`src/hdl/ifp_pkg.sv`:
```
/*
  constants of the interrupt flag and priority unit: register addresses,
  reset values, source bit positions and edge polarity masks.
  assumes one 16-bit source vector: first flags in bits 7:0, second in 15:8.
*/
package ifp_pkg;
  localparam int SRC_W = 16; // both flag registers side by side
  localparam int REG_W = 8; // width of one flag register
  localparam int IDX_W = 4; // width of a vector index
  // register addresses on the internal data bus
  localparam logic [15:0] SECOND_FLAGS_ADDR = 16'h0008;
  localparam logic [15:0] FIRST_FLAGS_ADDR = 16'h002c;
  localparam logic [7:0] FLAGS_RESET = 8'h00;
  localparam logic [7:0] BUS_IDLE = 8'h00; // read data of an unmapped address
  localparam logic [IDX_W-1:0] IDX_RESET = 4'h0;
  // base of each register inside the source vector
  localparam int FIRST_BASE = 0;
  localparam int SECOND_BASE = 8;
  // first register sources
  localparam int B_P4_PIN4_RISE = 0;
  localparam int B_P4_PIN5_RISE = 1;
  localparam int B_P4_PIN6_FALL = 2;
  localparam int B_P4_PIN7_FALL = 3;
  localparam int B_P5_PIN0_RISE = 4;
  localparam int B_P5_PIN1_RISE = 5;
  localparam int B_P5_PIN2_FALL = 6;
  localparam int B_P5_PIN3_FALL = 7;
  // second register sources (bits 9:8 carry nothing here)
  localparam int B_P5_PIN6_RISE = 10;
  localparam int B_P5_PIN7_FALL = 11;
  localparam int B_TIMER1 = 12;
  localparam int B_TIMER2 = 13;
  localparam int B_EXT_FIRST = 14;
  localparam int B_EXT_SECOND = 15;
  // polarity masks, one bit per source position
  localparam logic [SRC_W-1:0] RISE_MASK = 16'h3433;
  localparam logic [SRC_W-1:0] FALL_MASK = 16'hc8cc;
  localparam logic [SRC_W-1:0] LEVEL_MASK = 16'hc000;
  // previous-sample reset: idle high for falling sources, low for rising
  localparam logic [SRC_W-1:0] PREV_RESET = FALL_MASK;
  localparam logic [SRC_W-1:0] SRC_ZERO = 16'h0000;
endpackage

```
`src/hdl/ifp_evt_if.sv`:
```
/*
  carrier between the flag unit and its edge capture: raw source levels
  one way, one-cycle event pulses back. assumes a single clock domain.
*/
`timescale 1ns/1ps
interface ifp_evt_if;
  import ifp_pkg::*;
  logic [SRC_W-1:0] raw; // source levels, bit positions as the flags
  logic [SRC_W-1:0] evt; // one-cycle pulse per detected edge
  modport det (input raw, output evt);
  modport top (output raw, input evt);
endinterface

```
`src/hdl/ifp_edge_capture.sv`:
```
/*
  edge capture for all flag sources: one previous-sample register per bit
  and a polarity-masked compare. assumes raw levels synchronous to clk.
*/
`timescale 1ns/1ps
module ifp_edge_capture
  import ifp_pkg::*;
(
  // clock and reset
  input wire logic clk,
  input wire logic nrst,
  // sources in, events out
  ifp_evt_if.det ev
);
  logic [SRC_W-1:0] prev; // level seen on the previous edge
  logic [SRC_W-1:0] next_prev;

  // next sample is simply the present level
  always_comb begin
    next_prev = ev.raw;
  end

  // reset to idle levels so no false edge follows reset
  always_ff @(posedge clk) begin
    if (!nrst) begin
      prev <= PREV_RESET;
    end else begin
      prev <= next_prev;
    end
  end

  // per-bit detect; a pulse lasting one sample is still caught
  genvar i;
  generate
    for (i = 0; i < SRC_W; i++) begin : g_bit
      assign ev.evt[i] = (RISE_MASK[i] & ev.raw[i] & ~prev[i])
                       | (FALL_MASK[i] & ~ev.raw[i] & prev[i]);
      // no event without a matching transition
      steady_quiet_a: assert property (@(posedge clk) disable iff (!nrst)
        (nrst && ev.raw[i] == prev[i]) |-> !ev.evt[i])
        else $error("event on a steady level");
      // falling transition reported for falling sources only
      fall_seen_a: assert property (@(posedge clk) disable iff (!nrst)
        (nrst && $past(nrst) && $fell(ev.raw[i])) |-> (ev.evt[i] == FALL_MASK[i]))
        else $error("falling edge handled wrongly");
    end
  endgenerate
endmodule

```
`src/hdl/ifp_flag_unit.sv`:
```
/*
  interrupt flag registers and vector priority for a small controller.
  holds both flag registers, decodes their two bus addresses, merges edge
  events and held low requests into the flags and picks the winning index.
  assumes a synchronous internal data bus (address, read, write strobes)
  and enable bits supplied from the enable registers outside this block.
  assumes every source pin is already synchronous to clk: an edge is seen
  by sampling, so a pulse shorter than one clock period can be missed.
*/
`timescale 1ns/1ps
// Notes on behaviour
// - a source event sets its flag bit
// - low request sets flag, holds while low
// - edge flags set only on configured transition
// - edges are caught during bus accesses too
// - reads return flags without changing them
// - writing one clears once, may set again
// - writing zero leaves a bit alone
// - highest set and enabled bit wins
// - second register ranks above the first
// - first bits 7,6,3,2: pin falling edges
// - first bits 5,4,1,0: pin rising edges
// - second bits 7,6: external low requests
// - second bits 5,4: timer two, timer one
// - second bit 3 falling, bit 2 rising
module ifp_flag_unit
  import ifp_pkg::*;
(
  // clock and reset
  input wire logic clk,
  input wire logic nrst,
  // internal data bus
  input wire logic [15:0] bus_addr,
  input wire logic bus_rd,
  input wire logic bus_wr,
  input wire logic [7:0] bus_wdata,
  output logic [7:0] bus_rdata,
  // enable bits from the enable registers
  input wire logic [7:0] enable_first,
  input wire logic [7:0] enable_second,
  // port pin sources
  input wire logic port4_pin4,
  input wire logic port4_pin5,
  input wire logic port4_pin6,
  input wire logic port4_pin7,
  input wire logic port5_pin0,
  input wire logic port5_pin1,
  input wire logic port5_pin2,
  input wire logic port5_pin3,
  input wire logic port5_pin6,
  input wire logic port5_pin7,
  // timer edge events
  input wire logic timer1_edge,
  input wire logic timer2_edge,
  // external low-level requests
  input wire logic first_external_low_request_n,
  input wire logic second_external_low_request_n,
  // toward the processor core
  output logic irq_request,
  output logic [3:0] vector_index
);
  ifp_evt_if ev (); // raw levels out, edge pulses back

  logic [SRC_W-1:0] flags; // {second, first}
  logic [SRC_W-1:0] next_flags;
  logic [SRC_W-1:0] set_vec; // bits set this cycle
  logic [SRC_W-1:0] clr_vec; // bits cleared by a write this cycle
  logic [SRC_W-1:0] hold_vec; // level sources still held low
  logic [SRC_W-1:0] enables;
  logic [SRC_W-1:0] pending; // set and enabled
  logic [7:0] next_rdata;
  logic next_irq;
  logic [IDX_W-1:0] next_index;
  logic [SRC_W-1:0] pend_q; // pending as seen by the last vector choice
  logic hit_first;
  logic hit_second;

  // source wiring into the flag bit positions
  // spare positions stay tied low, so they can never raise a flag
  always_comb begin
    ev.raw = SRC_ZERO;
    ev.raw[B_P5_PIN3_FALL] = port5_pin3;
    ev.raw[B_P5_PIN2_FALL] = port5_pin2;
    ev.raw[B_P4_PIN7_FALL] = port4_pin7;
    ev.raw[B_P4_PIN6_FALL] = port4_pin6;
    ev.raw[B_P5_PIN1_RISE] = port5_pin1;
    ev.raw[B_P5_PIN0_RISE] = port5_pin0;
    ev.raw[B_P4_PIN5_RISE] = port4_pin5;
    ev.raw[B_P4_PIN4_RISE] = port4_pin4;
    ev.raw[B_EXT_SECOND] = second_external_low_request_n;
    ev.raw[B_EXT_FIRST] = first_external_low_request_n;
    ev.raw[B_TIMER2] = timer2_edge;
    ev.raw[B_TIMER1] = timer1_edge;
    ev.raw[B_P5_PIN7_FALL] = port5_pin7;
    ev.raw[B_P5_PIN6_RISE] = port5_pin6;
  end

  // shared edge detector for every source
  ifp_edge_capture u_edges (
    .clk(clk),
    .nrst(nrst),
    .ev(ev)
  );

  // address decode for the write-one-to-clear path
  // both decodes stay live, so a read and a write in one cycle both act
  assign hit_first = (bus_addr == FIRST_FLAGS_ADDR);
  assign hit_second = (bus_addr == SECOND_FLAGS_ADDR);

  // flag next state: set beats clear so no event is lost
  always_comb begin
    hold_vec = LEVEL_MASK & ~ev.raw;
    set_vec = ev.evt | hold_vec;
    clr_vec = SRC_ZERO;
    if (bus_wr && hit_first) begin
      // only ones clear; zeros leave the bit as it is
      clr_vec[FIRST_BASE +: REG_W] = bus_wdata;
    end else if (bus_wr && hit_second) begin
      clr_vec[SECOND_BASE +: REG_W] = bus_wdata;
    end
    // clear acts for the write cycle only, never held
    // the mask keeps the spare positions at zero whatever is written
    next_flags = ((flags & ~clr_vec) | set_vec) & (RISE_MASK | FALL_MASK);
  end

  // read data: a read never feeds back into the flags
  // limitation: data stands one cycle only, the core takes it then
  always_comb begin
    next_rdata = BUS_IDLE;
    if (bus_rd && hit_first) begin
      next_rdata = flags[FIRST_BASE +: REG_W];
    end else if (bus_rd && hit_second) begin
      next_rdata = flags[SECOND_BASE +: REG_W];
    end
  end

  // priority: scan upward so the highest index is kept last
  // a plain scan is cheap at sixteen positions, so no tree is built
  always_comb begin
    enables = {enable_second, enable_first};
    pending = flags & enables;
    next_irq = |pending;
    next_index = IDX_RESET;
    // second register sits in the upper half, so it always outranks
    for (int k = 0; k < SRC_W; k++) begin
      if (pending[k]) begin
        next_index = k[IDX_W-1:0];
      end
    end
  end

  // state registers
  // synchronous reset returns every register to its reset value
  always_ff @(posedge clk) begin
    if (!nrst) begin
      flags <= {FLAGS_RESET, FLAGS_RESET};
      bus_rdata <= BUS_IDLE;
      irq_request <= 1'b0;
      vector_index <= IDX_RESET;
      pend_q <= SRC_ZERO;
    end else begin
      flags <= next_flags;
      bus_rdata <= next_rdata;
      irq_request <= next_irq;
      vector_index <= next_index;
      pend_q <= pending;
    end
  end

  // any source event shows in the flags one edge later
  set_event_a: assert property (@(posedge clk) disable iff (!nrst)
    (set_vec != SRC_ZERO) |=> ((flags & $past(set_vec)) == $past(set_vec)))
    else $error("event did not set its flag");

  // second low request keeps its flag up, a clearing write included
  level_hold_a: assert property (@(posedge clk) disable iff (!nrst)
    !second_external_low_request_n |=> flags[B_EXT_SECOND])
    else $error("second level flag dropped while request low");

  // first low request likewise
  first_hold_a: assert property (@(posedge clk) disable iff (!nrst)
    !first_external_low_request_n |=> flags[B_EXT_FIRST])
    else $error("first level flag dropped while request low");

  // a flag rises only with an edge or a held level behind it
  edge_only_a: assert property (@(posedge clk) disable iff (!nrst)
    (nrst && $past(nrst)) |-> ((flags & ~$past(flags) & ~$past(set_vec)) == SRC_ZERO))
    else $error("flag set without a cause");

  // reads leave every flag standing
  read_keeps_a: assert property (@(posedge clk) disable iff (!nrst)
    (bus_rd && !bus_wr) |=> ((~flags & $past(flags)) == SRC_ZERO))
    else $error("read disturbed a flag");

  // read data matches the second register when it is addressed
  read_data_a: assert property (@(posedge clk) disable iff (!nrst)
    (bus_rd && hit_second) |=> (bus_rdata == $past(flags[SECOND_BASE +: REG_W])))
    else $error("wrong read data");

  // the first register reads back the same way
  read_first_a: assert property (@(posedge clk) disable iff (!nrst)
    (bus_rd && hit_first) |=> (bus_rdata == $past(flags[FIRST_BASE +: REG_W])))
    else $error("wrong first register read data");

  // read data falls back to idle once no mapped read is taken
  idle_read_a: assert property (@(posedge clk) disable iff (!nrst)
    (!bus_rd || (!hit_first && !hit_second)) |=> (bus_rdata == BUS_IDLE))
    else $error("read data not idle");

  // a one clears the bit when nothing sets it again
  clear_once_a: assert property (@(posedge clk) disable iff (!nrst)
    (bus_wr && hit_first && bus_wdata[0] && !set_vec[0]) |=> !flags[0] ##1
      (!$past(set_vec[0]) || flags[0]))
    else $error("write one clear misbehaved");

  // a one also clears a bit of the second register
  clear_second_a: assert property (@(posedge clk) disable iff (!nrst)
    (bus_wr && hit_second && bus_wdata[B_TIMER1 - SECOND_BASE] && !set_vec[B_TIMER1])
      |=> !flags[B_TIMER1])
    else $error("second register clear misbehaved");

  // zeros written leave set bits set
  zero_keeps_a: assert property (@(posedge clk) disable iff (!nrst)
    (bus_wr && hit_first) |=>
      ((($past(flags[FIRST_BASE +: REG_W]) & ~$past(bus_wdata)) &
        ~flags[FIRST_BASE +: REG_W]) == FLAGS_RESET))
    else $error("zero write cleared a flag");

  // a write to any other address clears nothing
  unmapped_wr_a: assert property (@(posedge clk) disable iff (!nrst)
    (bus_wr && !hit_first && !hit_second) |=> ((~flags & $past(flags)) == SRC_ZERO))
    else $error("stray write cleared a flag");

  // positions without a source never set
  spare_zero_a: assert property (@(posedge clk) disable iff (!nrst)
    (flags & ~(RISE_MASK | FALL_MASK)) == SRC_ZERO)
    else $error("flag without a source set");

  // pin falling edges land in first register bits 7, 6, 3, 2
  fall_map_a: assert property (@(posedge clk) disable iff (!nrst)
    ($fell(port5_pin3) |=> flags[B_P5_PIN3_FALL]) and
    ($fell(port5_pin2) |=> flags[B_P5_PIN2_FALL]) and
    ($fell(port4_pin7) |=> flags[B_P4_PIN7_FALL]) and
    ($fell(port4_pin6) |=> flags[B_P4_PIN6_FALL]))
    else $error("pin falling edge missed its flag");

  // pin rising edges land in first register bits 5, 4, 1, 0
  rise_map_a: assert property (@(posedge clk) disable iff (!nrst)
    ($rose(port5_pin1) |=> flags[B_P5_PIN1_RISE]) and
    ($rose(port5_pin0) |=> flags[B_P5_PIN0_RISE]) and
    ($rose(port4_pin5) |=> flags[B_P4_PIN5_RISE]) and
    ($rose(port4_pin4) |=> flags[B_P4_PIN4_RISE]))
    else $error("pin rising edge missed its flag");

  // timer events land in second register bits 5 and 4
  timer_map_a: assert property (@(posedge clk) disable iff (!nrst)
    ($rose(timer2_edge) |=> flags[B_TIMER2]) and
    ($rose(timer1_edge) |=> flags[B_TIMER1]))
    else $error("timer event missed its flag");

  // second register pin sources: bit 3 falling, bit 2 rising
  upper_map_a: assert property (@(posedge clk) disable iff (!nrst)
    ($fell(port5_pin7) |=> flags[B_P5_PIN7_FALL]) and
    ($rose(port5_pin6) |=> flags[B_P5_PIN6_RISE]))
    else $error("upper pin edge missed its flag");

  // the opposite transition leaves a clear flag clear
  opposite_edge_a: assert property (@(posedge clk) disable iff (!nrst)
    (($rose(port4_pin7) && !flags[B_P4_PIN7_FALL]) |=> !flags[B_P4_PIN7_FALL]) and
    (($fell(port4_pin4) && !flags[B_P4_PIN4_RISE]) |=> !flags[B_P4_PIN4_RISE]))
    else $error("opposite transition set a flag");

  // chosen vector is set and nothing above it is pending
  prio_high_a: assert property (@(posedge clk) disable iff (!nrst)
    irq_request |-> (pend_q[vector_index] && ((pend_q >> vector_index) >> 1) == SRC_ZERO))
    else $error("vector is not the highest pending");

  // any second bit beats the whole first register
  prio_upper_a: assert property (@(posedge clk) disable iff (!nrst)
    (pending[SECOND_BASE +: REG_W] != FLAGS_RESET) |=> vector_index[IDX_W-1])
    else $error("first register outranked the second");

  // with only first bits pending the index stays in the lower half
  prio_first_a: assert property (@(posedge clk) disable iff (!nrst)
    ((pending[SECOND_BASE +: REG_W] == FLAGS_RESET) && (pending != SRC_ZERO))
      |=> !vector_index[IDX_W-1])
    else $error("index outside the first register");

  // request follows pending flags one edge later
  irq_match_a: assert property (@(posedge clk) disable iff (!nrst)
    ##1 (irq_request == ($past(pending) != SRC_ZERO)))
    else $error("request does not follow pending flags");

  // with nothing pending the index rests at its reset value
  index_rest_a: assert property (@(posedge clk) disable iff (!nrst)
    !irq_request |-> (vector_index == IDX_RESET))
    else $error("index moved without a request");

  // first edge after a reset shows the flags, the request and the index at their reset values
  reset_clear_a: assert property (@(posedge clk) disable iff (!nrst)
    $rose(nrst) |-> (flags == SRC_ZERO && !irq_request && vector_index == IDX_RESET))
    else $error("register not at reset value after reset");
endmodule

```
`config.mk`:
```
export PLATFORM = sky130hd
export DESIGN_NAME = ifp_flag_unit
export DESIGN_NICKNAME = d
export VERILOG_FILES = /design/src/hdl/ifp_pkg.sv /design/src/hdl/ifp_evt_if.sv /design/src/hdl/ifp_edge_capture.sv /design/src/hdl/ifp_flag_unit.sv
export SDC_FILE = /design/constraint.sdc
export NUM_CORES = 1
export LEC_CHECK = 0
export BUFFER_PORTS_ARGS = -buffer_cell sky130_fd_sc_hd__clkbuf_2
export CAP_MARGIN = 0
export CORE_MARGIN = 4
export CORE_UTILIZATION = 41
export DETAILED_ROUTE_END_ITERATION = 10
export MAX_ROUTING_LAYER = met4
export PLACE_DENSITY = 0.74
export SLEW_MARGIN = 20
export SYNTH_ARGS = -nofsm -noshare
export SYNTH_HDL_FRONTEND = slang
export SYNTH_SLANG_ARGS = --single-unit
```
`constraint.sdc`:
```
create_clock -name clk -period 1.2 [get_ports clk]
set_clock_uncertainty 0.1 [all_clocks]
set_input_delay 0 -clock clk [delete_from_list [all_inputs] [get_ports clk]]
set_output_delay 0 -clock clk [all_outputs]
set_load 0.005 [all_outputs]
```
Yosys cells after proc, flatten, opt, wreduce, memory -nomap -nowiden:

Index checks and enable logic that the tools add are counted.

* input port bits: 58
* register bits after elaboration: 43
* logic and storage cells: 67

* bitwise logic cells: 34
* equality and inequality tests: 2
* reductions and logical operators: 5
* muxes and demuxes: 20

Operators by type and width (number)
* 2-to-1 mux 4 bit: 14
* 2-to-1 mux 8 bit: 5
* AND 16 bit: 2
* NOT 16 bit: 2
* OR 16 bit: 2
* == test 16 x 4 -> 1 bit (second input constant): 1
* == test 16 x 6 -> 1 bit (second input constant): 1
* OR reduction 16 bit: 1
* AND 1 bit: 14
* NOT 1 bit: 14
* logical AND 1 bit: 4
* 2-to-1 mux 1 bit: 1

Longest topological paths before layout:

Gate-level depths: netlist of the first run.

* depth in word-level cells: 16
* gate-level depth with buffers: 5
* gate-level depth less buffers: 4

By module:

A second synthesis of the first run with hierarchy kept.

* cells, all modules: 185
* area, all modules: 1699.1 um^2

By module, submodules not included
* ifp_flag_unit: area each 1214.9 um^2, cells an instance 139, times used 1, sequential area each 540.5 um^2
* ifp_edge_capture: area each 484.2 um^2, cells an instance 46, times used 1, sequential area each 280.3 um^2

Worst setup path before layout of the first run:

No wires, ideal clock.

* path kind: register to register
* start: register flags[3]
* end: register irq_request
* arrival time: 1.031 ns
* stages on the path, launching flop included: 5
* period minus slack after synthesis: 1.251 ns
* setup time: 0.120 ns
* buffers on the path: 0
* slack: -0.051 ns
* cell sequence: dfxtp_1 > a22o_1 > a221oi_1 > nand3_1 > o31a_1

* word-level cells in the longest chain between the ends: 2

Ends and longest elaborated chain
* from (decl): RTL line ifp_flag_unit.sv:64 `logic [SRC_W-1:0] flags;`
* from (signal assigned): RTL line ifp_flag_unit.sv:156 `flags <= {FLAGS_RESET, FLAGS_RESET};`
* from (signal assigned): RTL line ifp_flag_unit.sv:162 `flags <= next_flags;`
* AND 16 bit: RTL line ifp_flag_unit.sv:141 `pending = flags & enables;`
* OR reduction 16 bit: RTL line ifp_flag_unit.sv:142 `next_irq = |pending;`
* to (signal assigned): RTL line ifp_flag_unit.sv:164 `irq_request <= next_irq;`
* to (decl): RTL line ifp_flag_unit.sv:59 `output logic irq_request,`

Every way passes these cells.
A chain may end at the register's enable or synchronous reset.

Final worst setup path of the first run:

Ends and elaborated chain as after synthesis.

==> impl_metrics.tcl, run 1 <==
set metrics [dict create \
    drive_gt1_share_pct 40.8 \
    path_cells "a22o_1 -> a221oi_2 -> nand3_1 -> o31a_1" \
    cts_tree "yes" \
    place_ws_ns -0.0451 \
    synth.yosys.warnings 0 \
    cts_setup_buffers 0 \
    violations "hold timing, setup timing" \
    routedWlPerCell_um 14.2 \
    grt-ovfl-total 0 \
    vias 1590 \
    wirelength_um 4600 \
    clk_pin_slew_ns 0.08 \
    place_congestion 0.904 \
    slew_headroom_pct 77.4 \
    grt_pass1_wl_um 7530 \
    cts_max_path_buffers 2 \
    drtIter0Drc 120 \
    yosysMostFrequentCell "dfxtp_1" \
    wl_met2_um 2350 \
    avgSynthCellArea_um2 9.54 \
    synth_top_area_cell "dfxtp_1" \
    crit_arrival_ns 1.35 \
    path_class "flop to flop" \
    vdd_ir_drop_max_uv 1120 \
    die-area_um2 4840 \
    outcome "finished, violations left" \
    synth_nets 221 \
    fin_crit_sh_pct 105 \
    place_hpwl_um 3310 \
    p_per_area_nw_per_um2 1150 \
    synth_area_um2 1560 \
    hold_viol 4 \
    ys_ff_latch 39 \
    power_mw 2.83 \
    postRouteAntennaNets 0 \
    coreArea_um2 3660 \
    top_layer "met4" \
    crit_family "compound AO/OA/AOI/OAI gates" \
    rsz0062_at_grt "yes" \
    drc_errors 0 \
    firstDrtPassIters 4 \
    ios 71 \
    hold_start "nrst" \
    cts_buffers 5 \
    ys_async_sr_fraction_pct 0 \
    cts_sinks 39 \
    wl_met1_um 1930 \
    syn_inst 163 \
    wl_met3_um 270 \
    root_buffer "clkbuf_8" \
    endpoint_kind "flop" \
    worstSetupStartpoint "flags[3]$_SDFF_PN0_" \
    ys_top_cells_by_count "dfxtp_1 (39), nand2_1 (23), nand2b_1 (16), o21ai_0 (12), a22oi_1 (10)" \
    path_buf_inv 0 \
    setup_ws_ns -0.0615 \
    grt_max_degree 19 \
    synth_seq_area_share_pct 50.2 \
    max_freq_mhz 793 \
    worstSkewPairLatency_ns 0.30 \
    r2r-start "flags[3]$_SDFF_PN0_" \
    min_period_ns 1.26 \
    setup_violations 3 \
    synth_top_area_share_pct 50.2 \
    synth_flop_cell "dfxtp_1" \
    crit_fanout 2 \
    grt_pass1_vias 1656 \
    power.leakage_nw 1.13 \
    slew_violations 0 \
    synth_edf_count 0 \
    cp_data_required_time_ns 1.29 \
    synthDistinctLibCells 32 \
    htree_levels 2 \
    syn_to_final_growth_pct 58.1 \
    holdBufCountCts 26 \
    hold_class "input pin to flop" \
    io_buffers 68 \
    initial_core_util_pct 42.5 \
    max-cap-violations 0 \
    die_x_um 69.6 \
    grt_use_total_pct 20.5 \
    die_y_um 69.6 \
    synth_area_leaders "dfxtp_1 (50%), nand2b_1 (6.4%), nand2_1 (5.6%)" \
    grt_antenna_before_repair 0 \
    worstMarginPinSlew_ns 0.335 \
    cp-start-kind "flop" \
    fin_nets 334 \
    std_cell_rows 22 \
    viasPerCell 4.89 \
    slowest_stage "dfxtp_1" \
    critPathMaxStageDelay_ns 0.32 \
    hold_slack_ns -0.0615 \
    diodes 0 \
]
==> metrics by stage <==
step / setup TNS (ns) / cell area (um2) / hold WS (ns) / cells / utilization [%]
3_5_place_dp: -0.468 / 2070 / 0.0909 / 292 / 56.7
5_1_grt: -0.251 / 2460 / -0.0503 / 325 / 67.2
2_1_floorplan: -0.0154 / 1560 / -0.0270 / 163 / -
6_report: -0.100 / 2460 / -0.0615 / 325 / 67.2
3_3_place_gp: -0.279 / 2070 / 0.0867 / 292 / 56.7
4_1_cts: -0.136 / 2440 / -0.0710 / 326 / 66.6
==> cells by family (layout without fill, tap and decap cells) <==
kind of cell,Yosys count,count (layout),synth area share (%)
AND/OR/NAND/NOR,67,67,25.5
buffers and inverters,9,123,2.49
AO/OA/AOI/OAI,48,48,21.8
flip-flops,39,39,50.2
==> cells in the final DEF, fill, tap and decap left out, types with 3 or more instances in the layout <==
cell / synthesis / layout
a22oi_1: 10 / 6
a21boi_1: 6 / 6
clkbuf_8: 0 / 6
nand2_1: 23 / 20
dfxtp_2: 0 / 6
nand2b_1: 16 / 16
a21boi_0: 6 / 6
nand2_2: 0 / 3
nor2_1: 6 / 6
nand3_1: 3 / 3
buf_4: 1 / 18
and2_1: 6 / 6
a22oi_2: 0 / 4
clkbuf_2: 1 / 68
dfxtp_1: 39 / 33
o21ai_0: 12 / 12
inv_1: 4 / 4
dlygate4sd3_1: 0 / 25
==> state kept, by name, indices dropped and copies added, names as in the netlist <==
register      cells
flags            14
u_edges.prev     12
bus_rdata         8
vector_index      4
irq_request       1
==> where the power goes <==
| part | internal [mW] | switching [mW] | total (mW) |
|---|---|---|---|
| logic | 0.273 | 0.195 | 0.468 |
| clock network | 0.469 | 0.472 | 0.941 |
| registers | 1.37 | 0.0493 | 1.42 |
| total | 2.12 | 0.716 | 2.83 |
==> worst paths after layout <==
path,end,slack [ns],depth (start not counted)
min,u_edges.prev[1]$_SDFF_PN0_,-0.06,3
max reg2reg,irq_request$_SDFF_PN0_,-0.06,4
min reg2reg,flags[1]$_SDFF_PN0_,0.33,1
max,irq_request$_SDFF_PN0_,-0.06,4
==> tightest hold or removal path, cell delays in order <==
cell and delay [ns]:
clkbuf_2 0.19, nand2_2 0.08, inv_1 0.04
==> area by class of cell <==
class,count,area [um2]
sequential,39,788
tap,48,60.1
inverter,4,15.0
multi-input combinational,115,771
timing repair buffer,111,726
clock inverter,2,16.3
fill,284,1200
clock buffer,6,82.6
==> repair_timing <==
item | in CTS | in global routing
setup endpoints to repair | 3 | 7
cloned | 0 | 0
endpoints found under the hold margin | 28 | 3
pin swaps | 1 | 4
gates resized for setup | 3 | 10
==> per-layer routing <==
metal | up-vias | global-route usage (%)
li1 | 809 | -
met1 | 730 | 23.7
met2 | 47 | 33.9
met3 | 4 | 7.25
met4 | 0 | 5.21
met5 | - | -
Note: power is estimated with default switching activity, not from simulation.
==> run 2: changes to the inputs <==
--- a/config.mk
+++ b/config.mk
@@ -8,11 +8,13 @@
 export BUFFER_PORTS_ARGS = -buffer_cell sky130_fd_sc_hd__clkbuf_2
 export CAP_MARGIN = 0
 export CORE_MARGIN = 4
-export CORE_UTILIZATION = 41
+export CORE_UTILIZATION = 42
 export DETAILED_ROUTE_END_ITERATION = 10
+export HOLD_SLACK_MARGIN = 0.1
 export MAX_ROUTING_LAYER = met4
 export PLACE_DENSITY = 0.74
 export SLEW_MARGIN = 20
 export SYNTH_ARGS = -nofsm -noshare
 export SYNTH_HDL_FRONTEND = slang
+export SYNTH_HIERARCHICAL = 1
 export SYNTH_SLANG_ARGS = --single-unit
==> run 2 against run 1 <==
  * The run still ends with hold timing, setup timing left
  * Flip-flop and latch count rose by 2
  * Synthesized cell count rose by 11%
  * Final area rose by 13%
  * Maximum frequency fell by 7.5%
  * Clock power fell by 1%
  * Global-route usage rose by 0.21 points
  * Critical path depth rose by 1
  * Setup slack got worse by 0.10 ns
  * Register-to-register slack improved by 0.07 ns
  * Sequential power rose by 5%
  * Critical path type is now input pin to flop
  * Largest cell class is now buffers
==> impl_metrics.tcl, run 2 <==
set metrics [dict create \
    outcome "finished, violations left" \
    violations "hold timing, setup timing" \
    routedWlPerCell_um 15.2 \
    fin_nets 362 \
    place_hpwl_um 3350 \
    hold_viol 1 \
    cts_max_path_buffers 2 \
    firstDrtPassIters 5 \
    hold_class "input pin to flop" \
    swShare_pct 25.6 \
    combinationalPowerShare_pct 18.4 \
    slew_headroom_pct 77.7 \
    cts_sinks 41 \
    drive_gt1_share_pct 40.5 \
    root_buffer "clkbuf_8" \
    ios 71 \
    hold_start "enable_second[5]" \
    max-cap-violations 0 \
    initial_core_util_pct 44.5 \
    placed_cells 305 \
    drc_errors 0 \
    worstSkewPairLatency_ns 0.30 \
    power_mw 2.96 \
    rsz0062_at_grt "yes" \
    vdd_ir_drop_max_uv 930 \
    min_to "vector_index[1]$_SDFF_PN0_" \
    avgSynthCellArea_um2 9.26 \
    tns_ns -1.22 \
    drtIter0Drc 128 \
    final_cells 353 \
    postRouteAntennaNets 0 \
    syn_inst 181 \
    htree_levels 2 \
    worstRegToRegCells 4 \
    setup_ws_ns -0.164 \
    p_seq_share_pct 50.2 \
    path_class "input pin to flop" \
    r2r_end "irq_request$_SDFF_PN0_" \
    grt_max_degree 21 \
    synth_nets 239 \
    vias 1833 \
    power_switching_uw 757 \
    slew_violations 0 \
    syn_to_final_growth_pct 65.5 \
    crit_arrival_ns 1.45 \
    utilization_pct 73.6 \
    r2r-start "flags[13]$_SDFF_PN0_" \
    endpoint_kind "flop" \
    fin_crit_sh_pct 114 \
    power.leakage_nw 1.25 \
    die_x_um 71.2 \
    wirelength_um 5370 \
    worstHoldPathCells 4 \
    cp_data_required_time_ns 1.29 \
    grt_pass1_vias 1782 \
    worstMarginPinSlew_ns 0.331 \
    clk_pin_slew_ns 0.07 \
    layout_commonest_cell "clkbuf_2" \
    cts_buffers 5 \
    rrSetupSlack_ns 0.01 \
    place_ws_ns -0.394 \
    cp-start-kind "input pin" \
    p_int_mw 2.20 \
    largestRegisters "flags: 14 flops, u_edges/prev: 14 flops, bus_rdata: 8 flops" \
    coreArea_um2 3770 \
    max_freq_mhz 733 \
    setup_violations 23 \
    die-area_um2 5070 \
    crit_fanout 3 \
    p_clk_share_pct 31.4 \
    cts_tree "yes" \
    final_cell_mix "clkbuf_2 (65), dfxtp_1 (38), dlygate4sd3_1 (37)" \
    grt_antenna_before_repair 0 \
    min_period_ns 1.36 \
    grt-ovfl-total 0 \
    synth_area_um2 1680 \
    place_congestion 0.805 \
    std_cell_rows 22 \
    grt_use_total_pct 20.7 \
    grt_pass1_wl_um 8060 \
    synth.yosys.warnings 6 \
    die_y_um 71.2 \
    p_per_area_nw_per_um2 1070 \
    viasPerCell 5.19 \
    io_buffers 68 \
    hold_slack_ns -0.0134 \
]
## run 2: power groups by stage
stage | Combinational, mW | Clock, mW | Sequential (mW)
final | 0.546 | 0.929 | 1.49
after global routing | 0.590 | 0.987 | 1.49
after CTS | 0.515 | 0.936 | 1.48
after detailed placement | 0.411 | 0 | 1.51
after global placement | 0.401 | 0 | 1.51
after floorplan | 0.185 | 0 | 1.51
## run 2: cell type report
class / instances / area (um2)
Clock inverter: 1 / 7.51
Inverter: 4 / 15.0
Timing Repair Buffer: 122 / 901
Sequential cell: 41 / 827
Antenna cell: 1 / 2.50
Tap cell: 48 / 60.1
Fill cell: 250 / 996
Multi-Input combinational cell: 130 / 880
Clock buffer: 6 / 82.6
## run 2: metrics by stage
stage / cell area (um2) / hold slack (ns)
CTS: 2670 / -0.00378
global route: 2770 / 0.0243
global placement: 2190 / 0.0981
detailed placement: 2190 / 0.103
floorplan: 1700 / -0.00361
finish: 2780 / -0.0134
## run 2: timing repair
item / CTS / global route
pin swaps: 1 / 12
endpoints found under the setup margin: 13 / 21
resized for setup: 4 / 19
setup buffers: 0 / 5
hold buffers: 37 / 3
endpoints found under the hold margin: 41 / 5
## run 2: metal layers
layer	routed length [um]	up-vias	GRT usage, %
li1	-	887	-
met1	2130	859	22.9
met2	2820	76	35.0
met3	311	11	5.97
met4	93	0	7.93
met5	0	-	-
## run 2: worst max path at each step
stage / startpoint / endpoint / slack (ns) / cells past startpoint
CTS: bus_addr[10] / bus_rdata[2]$_SDFF_PN0_ / -0.09 / 6
finish: bus_addr[5] / flags[15]$_SDFF_PN0_ / -0.16 / 5
global route: bus_addr[5] / flags[15]$_SDFF_PN0_ / -0.18 / 5
detailed placement: bus_addr[10] / bus_rdata[2]$_SDFF_PN0_ / -0.39 / 6
floorplan: bus_addr[7] / bus_rdata[6]$_SDFF_PN0_ / -0.25 / 5
global placement: bus_addr[10] / flags[15]$_SDFF_PN0_ / -0.36 / 5
## run 2: critical path, cell delays in order
cell and delay, ns:
clkbuf_2 0.09, or4_4 0.54, nor4_4 0.37, a31oi_1 0.19, o31a_1 0.26
==> run 3: changes to the inputs <==
--- a/config.mk
+++ b/config.mk
@@ -5,7 +5,7 @@
 export SDC_FILE = /design/constraint.sdc
 export NUM_CORES = 1
 export LEC_CHECK = 0
-export BUFFER_PORTS_ARGS = -buffer_cell sky130_fd_sc_hd__clkbuf_2
+export BUFFER_PORTS_ARGS = -buffer_cell sky130_fd_sc_hd__buf_2
 export CAP_MARGIN = 0
 export CORE_MARGIN = 4
 export CORE_UTILIZATION = 42
==> run 3 against run 2 <==
  * Flip-flop and latch count unchanged
  * Sequential share of layout area decreased by 0.96 points
  * The run still ends with hold timing, setup timing left
  * Highest routed layer unchanged
  * Worst hold slack got worse by 0.035 ns
  * Register-to-register slack got worse by 0.06 ns
  * Critical path type unchanged
  * Global-route usage increased by 0.83 points
  * Setup slack improved by 0.047 ns
  * Final area increased by 3.3%
  * Core utilization increased by 2.5 points
  * Maximum frequency increased by 3.6%
  * Clock power increased by 25%
  * Largest power group unchanged
  * Non-clock buffer count increased by 3
==> impl_metrics.tcl, run 3 (synthesis gave the netlist of run 2 again) <==
set metrics [dict create \
    outcome "finished, violations left" \
    violations "hold timing, setup timing" \
    power_mw 3.22 \
    die-area_um2 5070 \
    viasPerCell 5.38 \
    cts_tree "yes" \
    path_buf_inv 3 \
    endpoint_kind "flop" \
    path_class "input pin to flop" \
    path_cells "buf_6 -> or4_4 -> nor4_4 -> buf_4 -> buf_12 -> a22oi_1 -> nor2_1" \
    min_period_ns 1.32 \
    drtIter0Drc 186 \
    grt_use_total_pct 21.5 \
    initial_core_util_pct 44.5 \
    std_cell_rows 22 \
    p_per_area_nw_per_um2 1120 \
    fin_crit_sh_pct 110 \
    drive_gt1_share_pct 40.6 \
    grt-ovfl-total 0 \
    hold_slack_ns -0.0483 \
    grt_pass1_vias 1852 \
    grt_max_degree 24 \
    crit_fanout 8 \
    layout_commonest_cell "buf_2" \
    hold_viol 1 \
    io_buffers 68 \
    firstDrtPassIters 5 \
    htree_levels 2 \
    diodes 0 \
    routedWlPerCell_um 16.3 \
    regArea_um2 827 \
    largestRegisters "flags: 14 flops, u_edges/prev: 14 flops, bus_rdata: 8 flops" \
    fill_cells 245 \
    placed_cells 305 \
    drc_errors 0 \
    cp-start-kind "input pin" \
    clk_pin_slew_ns 0.08 \
    max-cap-violations 0 \
    cp_data_required_time_ns 1.32 \
    place_congestion 0.810 \
    coreArea_um2 3770 \
    cts_sinks 41 \
    utilization_pct 76.0 \
    ios 71 \
    rsz0062_at_grt "yes" \
    crit_arrival_ns 1.44 \
    multi_input_area_um2 890 \
    setup_violations 23 \
    setup_ws_ns -0.117 \
    slowest_stage "or4_4" \
    postRouteAntennaNets 0 \
    max_freq_mhz 759 \
    vdd_ir_drop_max_uv 902 \
    die_x_um 71.2 \
    fin_nets 365 \
    power.leakage_nw 1.29 \
    die_y_um 71.2 \
    syn_to_final_growth_pct 71.0 \
    final_cell_mix "buf_2 (63), dlygate4sd3_1 (39), dfxtp_1 (38)" \
    vias 1915 \
    grt_antenna_before_repair 0 \
    critPathMaxStageDelay_ns 0.56 \
    grt_pass1_wl_um 8470 \
    wirelength_um 5800 \
    cts_max_path_buffers 2 \
    worstSkewPairLatency_ns 0.29 \
    worstMarginPinSlew_ns 0.383 \
    hold_class "input pin to flop" \
    slew_headroom_pct 74.2 \
    crit_family "simple AND/OR/NAND/NOR gates" \
    final_cells 356 \
    cts_buffers 5 \
    root_buffer "clkbuf_8" \
    place_hpwl_um 3260 \
    slew_violations 0 \
]
[run 3: cell count changes in the layout (fill, tap and decap cells not counted), sizes merged]
cell and change:
buf +65, bufinv +1, clkbuf -64, diode -1, dlygate4sd3 +2
[run 3: final timing paths]
| check | from | endpoint | slack [ns] | cells after the start |
|---|---|---|---|---|
| worst max-delay path | bus_addr[14] | bus_rdata[2]$_SDFF_PN0_ | -0.12 | 7 |
| worst min register to register | u_edges/prev[0]$_SDFF_PN0_ | flags[0]$_SDFF_PN0_ | 0.46 | 3 |
| worst min-delay path | enable_second[7] | vector_index[1]$_SDFF_PN0_ | -0.05 | 3 |
| worst max register to register | flags[5]$_SDFF_PN0_ | vector_index[0]$_SDFF_PN0_ | -0.05 | 4 |
[run 3: where the power goes]
group	internal (mW)	switching, mW	total, mW
clock network	0.676	0.483	1.16
registers	1.44	0.0448	1.49
logic	0.324	0.252	0.575
[run 3: stage by stage]
stage / setup TNS [ns] / setup slack, ns / hold slack [ns] / instance area, um2
after floorplan: -4.29 / -0.249 / -0.00361 / 1700
after global placement: -6.97 / -0.376 / 0.0948 / 2190
after detailed placement: -7.42 / -0.419 / 0.0985 / 2190
after CTS: -0.667 / -0.0956 / -0.0196 / 2760
after global routing: -2.30 / -0.167 / -0.0245 / 2870
final: -1.38 / -0.117 / -0.0483 / 2870
[run 3: worst min-delay path, delay by kind of cell]
kind	cells	cell delay, ns
AO/OA/AOI/OAI	2	0.21
buffers and inverters	1	0.09
[run 3: repair_timing]
action,CTS,global route
pin swaps,5,12
setup buffers,1,2
gates resized for setup,13,16
endpoints found under the setup margin,17,17
hold endpoints to repair,41,7
hold buffers,37,4
cloned,0,1
[run 3: per-layer routing]
metal  wire length [um]  track usage, %
met1               2340            25.1
met3                357            4.97
met2               2950            36.2
met4                148            7.31
met5                  0               -
[run 3: layout make-up]
| type | instances | share of cell area [%] |
|---|---|---|
| clock inverters | 2 | 1.31 |
| well taps | 48 | 2.09 |
| clock buffers | 6 | 2.88 |
| multi-input cells | 130 | 31.0 |
| repair buffers | 125 | 33.3 |
| inverters | 4 | 0.524 |
| flip-flops and latches | 41 | 28.8 |
